### src/common/spp_params.svh
// register map, field positions, reset values and counts of the serial port core
`ifndef SPP_PARAMS_SVH
`define SPP_PARAMS_SVH

`define SPP_CTRL_OFFSET      12'h000
`define SPP_BAUD_OFFSET      12'h004
`define SPP_STATUS_OFFSET    12'h008
`define SPP_DATA_OFFSET      12'h00c

`define SPP_CTRL_WIDTH       7
`define SPP_CTRL_RESET       7'h00
`define SPP_BAUD_WIDTH       7
`define SPP_BAUD_RESET       7'h00

`define SPP_CTRL_ENABLE_BIT  0
`define SPP_CTRL_MASTER_BIT  1
`define SPP_CTRL_LSB_BIT     2
`define SPP_CTRL_SWPC_BIT    3
`define SPP_CTRL_SWOE_BIT    4
`define SPP_CTRL_MFE_BIT     5
`define SPP_CTRL_SOE_BIT     6

`define SPP_BAUD_RATE_LSB    0
`define SPP_BAUD_RATE_MSB    2
`define SPP_BAUD_PRE_LSB     4
`define SPP_BAUD_PRE_MSB     6

`define SPP_STAT_RXFULL_BIT  0
`define SPP_STAT_TXEMPTY_BIT 1
`define SPP_STAT_BUSY_BIT    2

`define SPP_BYTE_RESET       8'h00
`define SPP_LAST_BIT         4'h7
`define SPP_BYTE_DONE        4'h8
`define SPP_LAST_RISE        4'he
`define SPP_LAST_FALL        4'hf
`define SPP_EDGE_RESET       4'h0

`endif

### src/common/spp_pkg.sv
// types shared by the serial port core
package spp_pkg;

	typedef enum logic [1:0] {
		ST_IDLE   = 2'b00,
		ST_MASTER = 2'b01,
		ST_SLAVE  = 2'b10
	} xfer_state_t;

	typedef struct packed {
		logic [6:0]  ctrl;
		logic [6:0]  baud;
		logic [7:0]  tx_buf;
		logic        tx_full;
		logic [7:0]  rx_buf;
		logic        rx_full;
		logic [7:0]  shifter;
		logic        in_bit;
		logic [3:0]  edge_cnt;
		xfer_state_t state;
		logic        sck_prev;
		logic        sck_level;
		logic [31:0] prdata;
		logic        pready;
		logic        pslverr;
		logic        sck_out;
		logic        sck_oe;
		logic        mosi_out;
		logic        mosi_oe;
		logic        miso_out;
		logic        miso_oe;
		logic        sel_out;
		logic        sel_oe;
	} core_state_t;

endpackage

### src/design/bit_rate_divider.sv
// two-stage bit-rate divider producing half-bit enable pulses
`timescale 1ns/1ns
module bit_rate_divider (
	input  wire logic       pclk,
	input  wire logic       presetn,
	input  wire logic       run,
	input  wire logic [2:0] prescale_field,
	input  wire logic [2:0] rate_select_field,
	output logic            half_tick
);

	typedef struct packed {
		logic [2:0] pre_cnt;
		logic [6:0] rate_cnt;
		logic       tick;
	} div_state_t;

	div_state_t div_reg;
	div_state_t div_next;
	logic [7:0] rate_span;
	logic [6:0] rate_limit;

	// half period is (prescale+1) * 2^rate bus clocks, so a full bit is twice that
	always_comb begin
		rate_span  = 8'h01 << rate_select_field;
		rate_limit = 7'(rate_span - 8'h01);
		div_next   = div_reg;
		div_next.tick = 1'b0;
		if (!run) begin
			div_next.pre_cnt  = 3'h0;
			div_next.rate_cnt = 7'h00;
		end else if (div_reg.pre_cnt == prescale_field) begin
			div_next.pre_cnt = 3'h0;
			if (div_reg.rate_cnt == rate_limit) begin
				div_next.rate_cnt = 7'h00;
				div_next.tick     = 1'b1;
			end else begin
				div_next.rate_cnt = div_reg.rate_cnt + 7'h01;
			end
		end else begin
			div_next.pre_cnt = div_reg.pre_cnt + 3'h1;
		end
	end

	// the bus clock is the only source of this divider
	always_ff @(posedge pclk or negedge presetn) begin
		if (!presetn) begin
			div_reg <= '0;
		end else begin
			div_reg <= div_next;
		end
	end

	assign half_tick = div_reg.tick;

endmodule

### src/design/pin_sync.sv
// two-flop synchroniser bank for the serial pins
`timescale 1ns/1ns
module pin_sync #(
	parameter int WIDTH = 4
) (
	input  wire logic             pclk,
	input  wire logic             presetn,
	input  wire logic [WIDTH-1:0] async_in,
	output logic      [WIDTH-1:0] sync_out
);

	typedef struct packed {
		logic [WIDTH-1:0] first;
		logic [WIDTH-1:0] second;
	} sync_state_t;

	sync_state_t sync_reg;
	sync_state_t sync_next;

	// the first stage feeds only the second stage
	always_comb begin
		sync_next = sync_reg;
		for (int i = 0; i < WIDTH; i++) begin
			sync_next.first[i]  = async_in[i];
			sync_next.second[i] = sync_reg.first[i];
		end
	end

	always_ff @(posedge pclk or negedge presetn) begin
		if (!presetn) begin
			sync_reg <= '0;
		end else begin
			sync_reg <= sync_next;
		end
	end

	assign sync_out = sync_reg.second;

endmodule

### src/design/serial_peripheral_port_core.sv
// serial peripheral port core with apb register access and pin routing
//
// Our own choices: the register offsets and the APB register port.
`timescale 1ns/1ns
`include "spp_params.svh"

// How it works
// only a master starts a transfer; a slave waits for select and clock
// each transfer shifts out and shifts in at once, swapping shifter contents
// the master drives the serial clock; the slave receives it as input
// a slave takes part only while its select input is low
// a written byte waits in the transmit buffer until the next transfer starts
// a completed byte moves into the receive buffer for data register reads
// master: clock out, shifter to master-out, shifter from master-in
// slave: clock from pin, shifter to master-in, shifter from master-out
// the bit-rate divider runs only from the bus clock
// prescale field divides bus clock by its code plus one
// rate field divides prescaler output by two to the power code plus one
// module disabled releases all four pins, driving none
// two-wire mode: master-out carries master data out, master-in master data in
// single-wire master uses master-out as data pin, releases master-in
// single-wire slave uses master-in as data pin, releases master-out
// single-wire direction bit: 0 input, 1 output from shifter
// shifting order is either msb first or lsb first
// master select bit 0 gives slave, 1 gives master
// disabling aborts transfers, empties buffers, clears receive-full, sets transmit-empty
// master select pin: released, mode-fault input, or automatic select output; the core has no mode-fault detection, the pin is only released or driven
// lsb-first bit 0 sends msb first, 1 sends lsb first
// bit period is bus period times prescale divisor times rate divisor
module serial_peripheral_port_core
	import spp_pkg::*;
(
	input  wire logic        pclk,
	input  wire logic        presetn,
	input  wire logic        psel,
	input  wire logic        penable,
	input  wire logic        pwrite,
	input  wire logic [11:0] paddr,
	input  wire logic [31:0] pwdata,
	output logic      [31:0] prdata,
	output logic             pready,
	output logic             pslverr,
	input  wire logic        serial_clock_pin_in,
	output logic             serial_clock_pin_out,
	output logic             serial_clock_pin_oe,
	input  wire logic        mosi_pin_in,
	output logic             mosi_pin_out,
	output logic             mosi_pin_oe,
	input  wire logic        miso_pin_in,
	output logic             miso_pin_out,
	output logic             miso_pin_oe,
	input  wire logic        select_pin_in,
	output logic             select_pin_out,
	output logic             select_pin_oe
);

	core_state_t core_reg;
	core_state_t core_next;

	logic [3:0] pins_sync;
	logic       sck_s;
	logic       mosi_s;
	logic       miso_s;
	logic       sel_s;
	logic       half_tick;

	logic       module_enable;
	logic       master_select;
	logic       lsb_first_enable;
	logic       single_wire_pin_control;
	logic       single_wire_output_enable;
	logic       mode_fault_enable;
	logic       select_output_enable;

	logic       setup_phase;
	logic       access_done;
	logic       addr_ok;
	logic       data_in;
	logic       out_bit;
	logic [7:0] final_byte;
	logic [7:0] shifted;
	logic       sck_rise;
	logic       sck_fall;
	logic       selected;

	// every pin comes from outside the pclk domain, so it crosses two flops before any logic reads it
	pin_sync #(
		.WIDTH(4)
	) u_pin_sync (
		.pclk    (pclk),
		.presetn (presetn),
		.async_in({select_pin_in, miso_pin_in, mosi_pin_in, serial_clock_pin_in}),
		.sync_out(pins_sync)
	);

	assign sck_s  = pins_sync[0];
	assign mosi_s = pins_sync[1];
	assign miso_s = pins_sync[2];
	assign sel_s  = pins_sync[3];

	// the divider only runs during a master transfer, so each byte starts from a fresh count
	bit_rate_divider u_bit_rate_divider (
		.pclk             (pclk),
		.presetn          (presetn),
		.run              (core_reg.state == ST_MASTER),
		.prescale_field   (core_reg.baud[`SPP_BAUD_PRE_MSB:`SPP_BAUD_PRE_LSB]),
		.rate_select_field(core_reg.baud[`SPP_BAUD_RATE_MSB:`SPP_BAUD_RATE_LSB]),
		.half_tick        (half_tick)
	);

	assign module_enable             = core_reg.ctrl[`SPP_CTRL_ENABLE_BIT];
	assign master_select             = core_reg.ctrl[`SPP_CTRL_MASTER_BIT];
	assign lsb_first_enable          = core_reg.ctrl[`SPP_CTRL_LSB_BIT];
	assign single_wire_pin_control   = core_reg.ctrl[`SPP_CTRL_SWPC_BIT];
	assign single_wire_output_enable = core_reg.ctrl[`SPP_CTRL_SWOE_BIT];
	assign mode_fault_enable         = core_reg.ctrl[`SPP_CTRL_MFE_BIT];
	assign select_output_enable      = core_reg.ctrl[`SPP_CTRL_SOE_BIT];

	always_comb begin
		core_next   = core_reg;
		setup_phase = psel && !penable;
		access_done = psel && penable && core_reg.pready;
		addr_ok     = (paddr == `SPP_CTRL_OFFSET) || (paddr == `SPP_BAUD_OFFSET) ||
		              (paddr == `SPP_STATUS_OFFSET) || (paddr == `SPP_DATA_OFFSET);
		sck_rise    = sck_s && !core_reg.sck_prev;
		sck_fall    = !sck_s && core_reg.sck_prev;
		selected    = !sel_s;

		// data source depends on role and single-wire choice, bit order on the lsb-first bit
		if (master_select) begin
			data_in = single_wire_pin_control ? mosi_s : miso_s;
		end else begin
			data_in = single_wire_pin_control ? miso_s : mosi_s;
		end
		out_bit    = lsb_first_enable ? core_reg.shifter[0] : core_reg.shifter[7];
		shifted    = lsb_first_enable ? {core_reg.in_bit, core_reg.shifter[7:1]} :
		                                {core_reg.shifter[6:0], core_reg.in_bit};
		final_byte = lsb_first_enable ? {data_in, core_reg.shifter[7:1]} :
		                                {core_reg.shifter[6:0], data_in};

		core_next.sck_prev = sck_s;

		// zero-wait apb: answer in the first access cycle, data captured at setup
		core_next.pready  = setup_phase;
		core_next.pslverr = setup_phase && !addr_ok;
		if (setup_phase) begin
			core_next.prdata = 32'h0000_0000;
			if (paddr == `SPP_CTRL_OFFSET) begin
				core_next.prdata[`SPP_CTRL_WIDTH-1:0] = core_reg.ctrl;
			end else if (paddr == `SPP_BAUD_OFFSET) begin
				core_next.prdata[`SPP_BAUD_WIDTH-1:0] = core_reg.baud;
			end else if (paddr == `SPP_STATUS_OFFSET) begin
				core_next.prdata[`SPP_STAT_RXFULL_BIT]  = core_reg.rx_full;
				core_next.prdata[`SPP_STAT_TXEMPTY_BIT] = !core_reg.tx_full;
				core_next.prdata[`SPP_STAT_BUSY_BIT]    = core_reg.state != ST_IDLE;
			end else if (paddr == `SPP_DATA_OFFSET) begin
				core_next.prdata[7:0] = core_reg.rx_buf;
			end
		end

		if (access_done && pwrite) begin
			if (paddr == `SPP_CTRL_OFFSET) begin
				core_next.ctrl = pwdata[`SPP_CTRL_WIDTH-1:0];
			end
			if (paddr == `SPP_BAUD_OFFSET) begin
				core_next.baud = pwdata[`SPP_BAUD_WIDTH-1:0];
			end
		end
		// reading the data register empties the receive buffer; a new byte below still wins
		if (access_done && !pwrite && paddr == `SPP_DATA_OFFSET) begin
			core_next.rx_full = 1'b0;
		end

		unique case (core_reg.state)
			ST_IDLE: begin
				core_next.edge_cnt  = `SPP_EDGE_RESET;
				core_next.sck_level = 1'b0;
				if (module_enable && master_select && core_reg.tx_full) begin
					core_next.shifter = core_reg.tx_buf;
					core_next.tx_full = 1'b0;
					core_next.state   = ST_MASTER;
				end else if (module_enable && !master_select && selected) begin
					if (core_reg.tx_full) begin
						core_next.shifter = core_reg.tx_buf;
						core_next.tx_full = 1'b0;
					end
					core_next.state = ST_SLAVE;
				end
			end
			ST_MASTER: begin
				if (half_tick) begin
					core_next.edge_cnt = core_reg.edge_cnt + 4'h1;
					if (!core_reg.edge_cnt[0]) begin
						core_next.sck_level = 1'b1;
						core_next.in_bit    = data_in;
						if (core_reg.edge_cnt == `SPP_LAST_RISE) begin
							core_next.rx_buf  = final_byte;
							core_next.rx_full = 1'b1;
						end
					end else begin
						core_next.sck_level = 1'b0;
						if (core_reg.edge_cnt == `SPP_LAST_FALL) begin
							core_next.state = ST_IDLE;
						end else begin
							core_next.shifter = shifted;
						end
					end
				end
			end
			ST_SLAVE: begin
				// deselect mid-byte aborts; the slave never moves the clock itself
				if (!selected) begin
					core_next.state = ST_IDLE;
				end else if (sck_rise) begin
					core_next.in_bit   = data_in;
					core_next.edge_cnt = core_reg.edge_cnt + 4'h1;
					if (core_reg.edge_cnt == `SPP_LAST_BIT) begin
						core_next.rx_buf  = final_byte;
						core_next.rx_full = 1'b1;
					end
				end else if (sck_fall) begin
					if (core_reg.edge_cnt == `SPP_BYTE_DONE) begin
						core_next.edge_cnt = `SPP_EDGE_RESET;
						if (core_reg.tx_full) begin
							core_next.shifter = core_reg.tx_buf;
							core_next.tx_full = 1'b0;
						end
					end else begin
						core_next.shifter = shifted;
					end
				end
			end
			default: begin
				core_next.state = ST_IDLE;
			end
		endcase

		// a write lands after a load in the same cycle, so the new byte waits for the next transfer
		if (access_done && pwrite && paddr == `SPP_DATA_OFFSET && module_enable) begin
			core_next.tx_buf  = pwdata[7:0];
			core_next.tx_full = 1'b1;
		end

		if (!core_next.ctrl[`SPP_CTRL_ENABLE_BIT]) begin
			core_next.state     = ST_IDLE;
			core_next.tx_buf    = `SPP_BYTE_RESET;
			core_next.rx_buf    = `SPP_BYTE_RESET;
			core_next.shifter   = `SPP_BYTE_RESET;
			core_next.tx_full   = 1'b0;
			core_next.rx_full   = 1'b0;
			core_next.edge_cnt  = `SPP_EDGE_RESET;
			core_next.sck_level = 1'b0;
		end

		// pin routing; the slave drives its data pin only while selected to avoid bus fights
		core_next.sck_out  = core_reg.sck_level;
		core_next.sck_oe   = module_enable && master_select;
		core_next.mosi_out = out_bit;
		core_next.miso_out = out_bit;
		if (master_select) begin
			core_next.mosi_oe = module_enable &&
			                    (!single_wire_pin_control || single_wire_output_enable);
			core_next.miso_oe = 1'b0;
		end else begin
			core_next.mosi_oe = 1'b0;
			core_next.miso_oe = module_enable && selected &&
			                    (!single_wire_pin_control || single_wire_output_enable);
		end
		core_next.sel_oe  = module_enable && master_select && mode_fault_enable && select_output_enable;
		core_next.sel_out = core_reg.state != ST_MASTER;
		if (!module_enable) begin
			core_next.sck_oe  = 1'b0;
			core_next.mosi_oe = 1'b0;
			core_next.miso_oe = 1'b0;
			core_next.sel_oe  = 1'b0;
		end
	end

	always_ff @(posedge pclk or negedge presetn) begin
		if (!presetn) begin
			core_reg         <= '0;
			core_reg.ctrl    <= `SPP_CTRL_RESET;
			core_reg.baud    <= `SPP_BAUD_RESET;
			core_reg.state   <= ST_IDLE;
			core_reg.sel_out <= 1'b1;
		end else begin
			core_reg <= core_next;
		end
	end

	assign prdata               = core_reg.prdata;
	assign pready               = core_reg.pready;
	assign pslverr              = core_reg.pslverr;
	assign serial_clock_pin_out = core_reg.sck_out;
	assign serial_clock_pin_oe  = core_reg.sck_oe;
	assign mosi_pin_out         = core_reg.mosi_out;
	assign mosi_pin_oe          = core_reg.mosi_oe;
	assign miso_pin_out         = core_reg.miso_out;
	assign miso_pin_oe          = core_reg.miso_oe;
	assign select_pin_out       = core_reg.sel_out;
	assign select_pin_oe        = core_reg.sel_oe;

endmodule

### config.mk
export PLATFORM = sky130hd
export DESIGN_NAME = serial_peripheral_port_core
export DESIGN_NICKNAME = d
export VERILOG_FILES = /design/src/common/spp_pkg.sv /design/src/design/bit_rate_divider.sv /design/src/design/pin_sync.sv /design/src/design/serial_peripheral_port_core.sv
export VERILOG_INCLUDE_DIRS = /design/src /design/src/common
export SDC_FILE = /design/constraint.sdc
export NUM_CORES = 1
export LEC_CHECK = 0
export BUFFER_PORTS_ARGS = -buffer_cell sky130_fd_sc_hd__buf_2
export CAP_MARGIN = 20
export CORE_ASPECT_RATIO = 1.1
export CORE_MARGIN = 3
export CORE_UTILIZATION = 50
export DETAILED_ROUTE_END_ITERATION = 10
export PLACE_DENSITY = 0.8
export SYNTH_ARGS = -nofsm -noshare
export SYNTH_HDL_FRONTEND = slang
export SYNTH_SLANG_ARGS = --single-unit
### constraint.sdc
create_clock -name pclk -period 2.5 [get_ports pclk]
set_input_delay 0.25 -clock pclk [delete_from_list [all_inputs] [get_ports pclk]]
set_output_delay 0.25 -clock pclk [all_outputs]
set_load 0.01 [all_outputs]
==> summary.txt, run 1 <==
STA
  – Max Transition Viols Final: 0
  – Final worst slack: 0.132 ns
  – Layout Skew: 0.0188 ns
  – Worst rel slew slack: 0.470
  – Final hold vios: 0
  – FMAX: 422 MHz
  – Actual slew at the worst max-slew pin: 0.794 ns
  – Setup TNS: 0 ns
  – Minimum clock period: 2.37 ns
  – Unrepaired setup endpoints after global routing: false
  – Final period util: 0.947
  – Final setup violation count: 0

Finish
  – Layout area overhead: 11.2%
  – Antenna Cells: 0
  – Final #Nets: 573
  – Fillers: 767
  – Multi-input logic area: 2370 um2
  – Number of flip-flops in the largest register: 48
  – Most common cell after layout, fill and taps aside: dfrtp_1
  – Most frequent cells in the layout: dfrtp_1, buf_2, nor2_1, mux2i_1, nand2_1
  – Final core utilization: 0.584
  – Layout cells sized above 1: 0.240
  – Sequential Area: 2130 um2

GRT
  – Largest net degree at the start of global routing: 86
  – Global route overflow: 0
  – Initial antenna violation count: 0
  – Vias in the first global route: 3532
  – Global-route wire length before repair: 17400 um
  – GRT Util Overall: 0.202

Clock network
  – Root Buffer Master: clkbuf_8
  – Clk sinks: 85
  – H-Tree Level Count: 3
  – Clk Latency, worst-skew pair: 0.37 ns
  – CTS max path bufs: 2
  – CTS tree: done
  – Worst-path clk slew: 0.09 ns
  – Cts bufs inserted: 9

Routing
  – Via density: 5.71
  – Initial drt markers: 214
  – First-pass iteration count of the detailed router: 5
  – Vias: 3599
  – Drt wl/cell: 16.6 um
  – Total Wirelength: 10400 um
  – DRC: 0
  – Routed Antenna Nets: 0

Floorplanning
  – Core box area: 9100 um2
  – Die Height: 109 um
  – Die Wd: 99.2 um
  – Cell Rows: 36
  – Die footprint: 10800 um2
  – Initial Utilization: 0.526
  – IO Pins: 95

Run status
  – Status: completed

Synthesis
  – Seq/Total Area, Yosys: 0.445
  – Cell variety after synth: 63
  – Yosys Warn Count: 0
  – Synth Register Bits: 85
  – Async SR Flop Fraction: 1.00
  – Number of synthesized flops with an enable pin: 0
  – Syn avg cell area: 10.3 um2
  – Prevailing post-synth register cell: dfrtp_1
  – Mapped Area: 4780 um2
  – Synth Instances: 463

Place
  – Pre-CTS setup slack: 0.0304 ns
  – IO Port Bufs: 46
  – RePlAce Congestion: 0.927
  – DP Wirelength: 7420 um

Setup path
  – Slowest CP cell: or3b_2
  – Critical Setup Path Class: reg -> reg
  – CP max stage delay: 0.49 ns
  – CP top delay family: simple AND/OR/NAND/NOR gates
  – Setup crit end kind: flop
  – Reg2reg setup slack: 0.13 ns
  – Worst r2r src: core_reg[79]
  – Worst setup path startpoint: core_reg[79]
  – CP bufs+invs: 0
  – Worst path required time: 2.75 ns
  – Arrival @ worst endpoint: 2.62 ns
  – Setup crit start kind: flop
  – Worst Path Max Fanout: 6
  – Crit path cell chain: or3_1 -> ha_2 -> nor4bb_2 -> nor3_2 -> or3b_2 -> a211oi_2 -> nor3_1

Power and ir drop
  – P_leak: 2.43 nW
  – Maximum VDD drop: 0.334 mV
  – Flop pwr share: 0.574
  – Internal: 1.79 mW
  – Pwr per Cell Area: 455 nW/um2
  – P_sw: 0.625 mW
  – Sw Ratio: 0.258
  – Comb pwr share: 0.051
  – Clock power share: 0.375

Worst hold path
  – Hold Path Class: in -> reg
  – Hold_sp: pwdata[7]

Job
  – # Max-Cap Violations: 0
-- cells in the mapped netlist (all sizes together) (2+ instances only) --
master	count	area share
nor2b	4	0.0052
mux2	19	0.045
o21a	2	0.0031
nand2	28	0.022
mux4	3	0.014
a211oi	6	0.012
xor2	7	0.013
nor4bb	2	0.0042
o211ai	2	0.0031
clkbuf	13	0.010
a22oi	4	0.0063
nand2b	10	0.013
o32ai	8	0.015
a22o	7	0.013
and4	2	0.0037
o31ai	4	0.0063
and2	6	0.0078
or3b	2	0.0037
nor4	10	0.019
buf	40	0.063
nor3b	3	0.0058
xnor2	3	0.0055
dfrtp	84	0.44
nor3	6	0.0063
nor2	38	0.031
mux2i	32	0.070
ha	9	0.024
and3	9	0.012
nand4	6	0.011
a21oi	14	0.015
nand3	13	0.014
a31oi	2	0.0026
inv	16	0.013
o32a	2	0.0042
or3	9	0.012
o22ai	5	0.0065
or4	2	0.0031
o21ai	18	0.020
-- kinds of logic after synthesis --
kind of cell | synth area share
AO/OA/AOI/OAI | 0.118
XOR/XNOR | 0.0183
adder cells (fa/ha/maj) | 0.0235
buffers and inverters | 0.0861
flip-flops | 0.445
multiplexers | 0.128
other | 0.000784
AND/OR/NAND/NOR | 0.180
-- path summary, 6_finish.rpt --
check | endpoint | depth (start not counted)
setup reg to reg | u_bit_rate_divider.div_reg[7] | 7
setup / recovery | u_bit_rate_divider.div_reg[7] | 7
hold / removal | core_reg[76] | 2
max in group asynchronous | select_pin_out | 3
min in group asynchronous | core_reg[75] | 3
hold reg to reg | u_pin_sync.sync_out[3] | 0
-- layout make-up --
cell class | instances | share of cell area
clock buffers | 9 | 0.0233
clock inverters | 7 | 0.0113
inverters | 17 | 0.0120
multi-input cells | 331 | 0.446
flip-flops and latches | 85 | 0.400
well taps | 114 | 0.0268
repair buffers | 67 | 0.0805
-- worst reg2reg max path, delay by kind of cell (launching register included) --
family          cells  cell delay [ns]
compound gates      1             0.24
fa+ha+maj           1             0.24
flops               1             0.39
simple gates        5             1.39
-- metal layers --
layer / vias up / part of all wire / global-route usage
met4: 0 / 0.0071 / 0.0507
met1: 1769 / 0.43 / 0.270
met3: 8 / 0.061 / 0.0452
met2: 118 / 0.50 / 0.336
met5: - / 0 / 0
li1: 1704 / - / -
-- power groups by stage --
stage	Combinational (mW)	Clock, mW	Sequential (mW)
2_1_floorplan	0.0739	0	1.41
3_3_place_gp	0.117	0	1.41
3_5_place_dp	0.119	0	1.42
4_1_cts	0.125	0.928	1.39
5_1_grt	0.138	0.988	1.39
6_report	0.124	0.907	1.39
-- stage by stage --
stage	area, um2	hold slack [ns]	total power [mW]	std cells
after floorplan	4870	-0.0456	1.49	486
after global placement	5040	0.323	1.53	609
after detailed placement	5040	0.325	1.53	609
after CTS	5280	0.114	2.44	630
after global routing	5320	0.118	2.51	630
final	5320	0.116	2.42	630
-- timing repair --
action	in CTS	in global routing
hold buffers	5	0
buffers inserted	0	0
hold endpoints to repair	88	0
setup endpoints to repair	1	9
gates resized for setup	0	9
pin swaps	1	1
(Power assumes the default switching activity.)
==> inputs of run 2 (changes only) <==
--- a/config.mk
+++ b/config.mk
@@ -10,9 +10,9 @@
 export CAP_MARGIN = 20
 export CORE_ASPECT_RATIO = 1.1
 export CORE_MARGIN = 3
-export CORE_UTILIZATION = 50
+export CORE_UTILIZATION = 37
 export DETAILED_ROUTE_END_ITERATION = 10
-export PLACE_DENSITY = 0.8
+export PLACE_DENSITY = 0.64
 export SYNTH_ARGS = -nofsm -noshare
 export SYNTH_HDL_FRONTEND = slang
 export SYNTH_SLANG_ARGS = --single-unit
==> run 2 against run 1 <==
Largest power group is now the clock network. Via count is 0.58% lower. Sequential share of layout area is 1.4 points lower. Final area is 3.6% higher. Hold slack better by 0.015 ns. Die area is 33% higher. Worst setup slack worse by 0.014 ns. Routed wire length is 6.4% higher. Utilization is 14 points lower. Fmax is 0.59% lower.
==> summary.txt, run 2 (synthesized netlist as in run 1, its figures left out) <==
Finish
  – Most frequent cells in the layout: dfrtp_1, buf_2, nor2_1, mux2i_1, nand2_1
  – Sequential Area: 2130 um2
  – Layout area overhead: 15.2%
  – Number of flip-flops in the largest register: 48
  – Fillers: 1164
  – Layout cells sized above 1: 0.241
  – Final #Nets: 575
  – Most common cell after layout, fill and taps aside: dfrtp_1
  – Multi-input logic area: 2360 um2
  – Antenna Cells: 0

STA
  – Unrepaired setup endpoints after global routing: false
  – FMAX: 420 MHz
  – Layout Skew: 0.00952 ns
  – Setup TNS: 0 ns
  – Final setup violation count: 0
  – Worst rel slew slack: 0.483
  – Final period util: 0.953
  – Max Transition Viols Final: 0
  – Hold WS: 0.131 ns
  – Actual slew at the worst max-slew pin: 0.776 ns
  – Final hold vios: 0
  – Minimum clock period: 2.38 ns

Routing
  – Vias: 3578
  – DRC: 0
  – First-pass iteration count of the detailed router: 4
  – Via density: 5.32
  – Drt wl/cell: 16.5 um
  – Routed Antenna Nets: 0
  – Total Wirelength: 11100 um
  – Initial drt markers: 282

Floorplanning
  – IO Pins: 95
  – Core box area: 12300 um2
  – Die footprint: 14300 um2
  – Die Height: 125 um
  – Initial Utilization: 0.387
  – Cell Rows: 42
  – Die Wd: 114 um

Clock network
  – H-Tree Level Count: 3
  – Postcts setup bufs: 0
  – CTS max path bufs: 2
  – CTS tree: done
  – Cts bufs inserted: 9
  – Clk sinks: 85
  – Root Buffer Master: clkbuf_16
  – Clk Latency, worst-skew pair: 0.35 ns
  – Worst-path clk slew: 0.07 ns

Setup path
  – Critical Setup Path Class: reg -> reg
  – Setup crit start kind: flop
  – Arrival @ worst endpoint: 2.61 ns
  – CP bufs+invs: 0
  – CP max stage delay: 0.47 ns
  – Slowest CP cell: or3b_2
  – R2r worst-path depth: 7
  – Worst Path Max Fanout: 6
  – Worst path required time: 2.73 ns
  – Crit path cell chain: or3_1 -> ha_2 -> nor4bb_2 -> nor3_2 -> or3b_2 -> a211oi_1 -> nor3_1
  – Reg2reg end: u_bit_rate_divider.div_reg[7]
  – Reg2reg setup slack: 0.12 ns
  – CP top delay family: simple AND/OR/NAND/NOR gates
  – Setup crit end kind: flop
  – Worst r2r src: core_reg[79]

Worst hold path
  – Hold_sp: pwdata[7]
  – Hold Path Class: in -> reg
  – Hold EP: core_reg[76]
  – WHS Path Cells: 2

Power and ir drop
  – Power, Total: 3.00 mW
  – P_leak: 2.50 nW
  – Maximum VDD drop: 0.583 mV
  – Pwr per Cell Area: 545 nW/um2

GRT
  – GRT Util Overall: 0.159
  – Largest net degree at the start of global routing: 43
  – Initial antenna violation count: 0
  – Global-route wire length before repair: 18300 um
  – Global route overflow: 0
  – Vias in the first global route: 3561

Place
  – IO Port Bufs: 46
  – DP Wirelength: 7890 um
  – RePlAce Congestion: 0.836

Job
  – # Max-Cap Violations: 0

Run status
  – Status: completed
## run 2: worst max path at each step
stage / start / cells after the start / to / slack, ns
after floorplan: core_reg[79] / 8 / u_bit_rate_divider.div_reg[7] / 0.09
after CTS: core_reg[79] / 7 / u_bit_rate_divider.div_reg[7] / 0.07
after global placement: core_reg[79] / 7 / u_bit_rate_divider.div_reg[7] / 0.16
after detailed placement: core_reg[79] / 7 / u_bit_rate_divider.div_reg[7] / 0.1
final: core_reg[79] / 7 / u_bit_rate_divider.div_reg[7] / 0.12
after global routing: core_reg[79] / 7 / u_bit_rate_divider.div_reg[7] / 0.0001
## run 2: stage by stage
step	setup WS [ns]	cell area, um2	std cells	util
floorplan	0.0918	4870	486	-
global placement	0.157	5090	651	0.412
detailed placement	0.0956	5090	651	0.412
CTS	0.0728	5460	671	0.442
global route	0.000149	5510	672	0.446
finish	0.118	5510	672	0.446
## run 2: what timing repair did
action	in CTS	in global routing
setup endpoints to repair	0	7
hold buffers	4	1
endpoints found under the hold margin	43	1
gates resized for setup	0	8
## run 2: report_power, final
part | internal (mW) | total (mW) | leakage [nW] | switching, mW
Clock | 0.911 | 1.49 | 0.164 | 0.577
Combinational | 0.0362 | 0.124 | 1.17 | 0.0881
Sequential | 1.38 | 1.39 | 1.16 | 0.00549
Total | 2.33 | 3.00 | 2.50 | 0.671
## run 2: layout make-up
type,instances,area share
clock buffers,10,0.0434
clock inverters,6,0.0166
flip-flops and latches,85,0.386
well taps,154,0.0350
repair buffers,69,0.0781
multi-input cells,331,0.429
inverters,17,0.0116
## run 2: metal layers
layer	GRT usage	share of wire	vias to the layer above
met4	0.0573	0.021	0
met3	0.0425	0.056	16
met5	0	0	-
met2	0.254	0.48	106
met1	0.207	0.45	1747
li1	-	-	1709
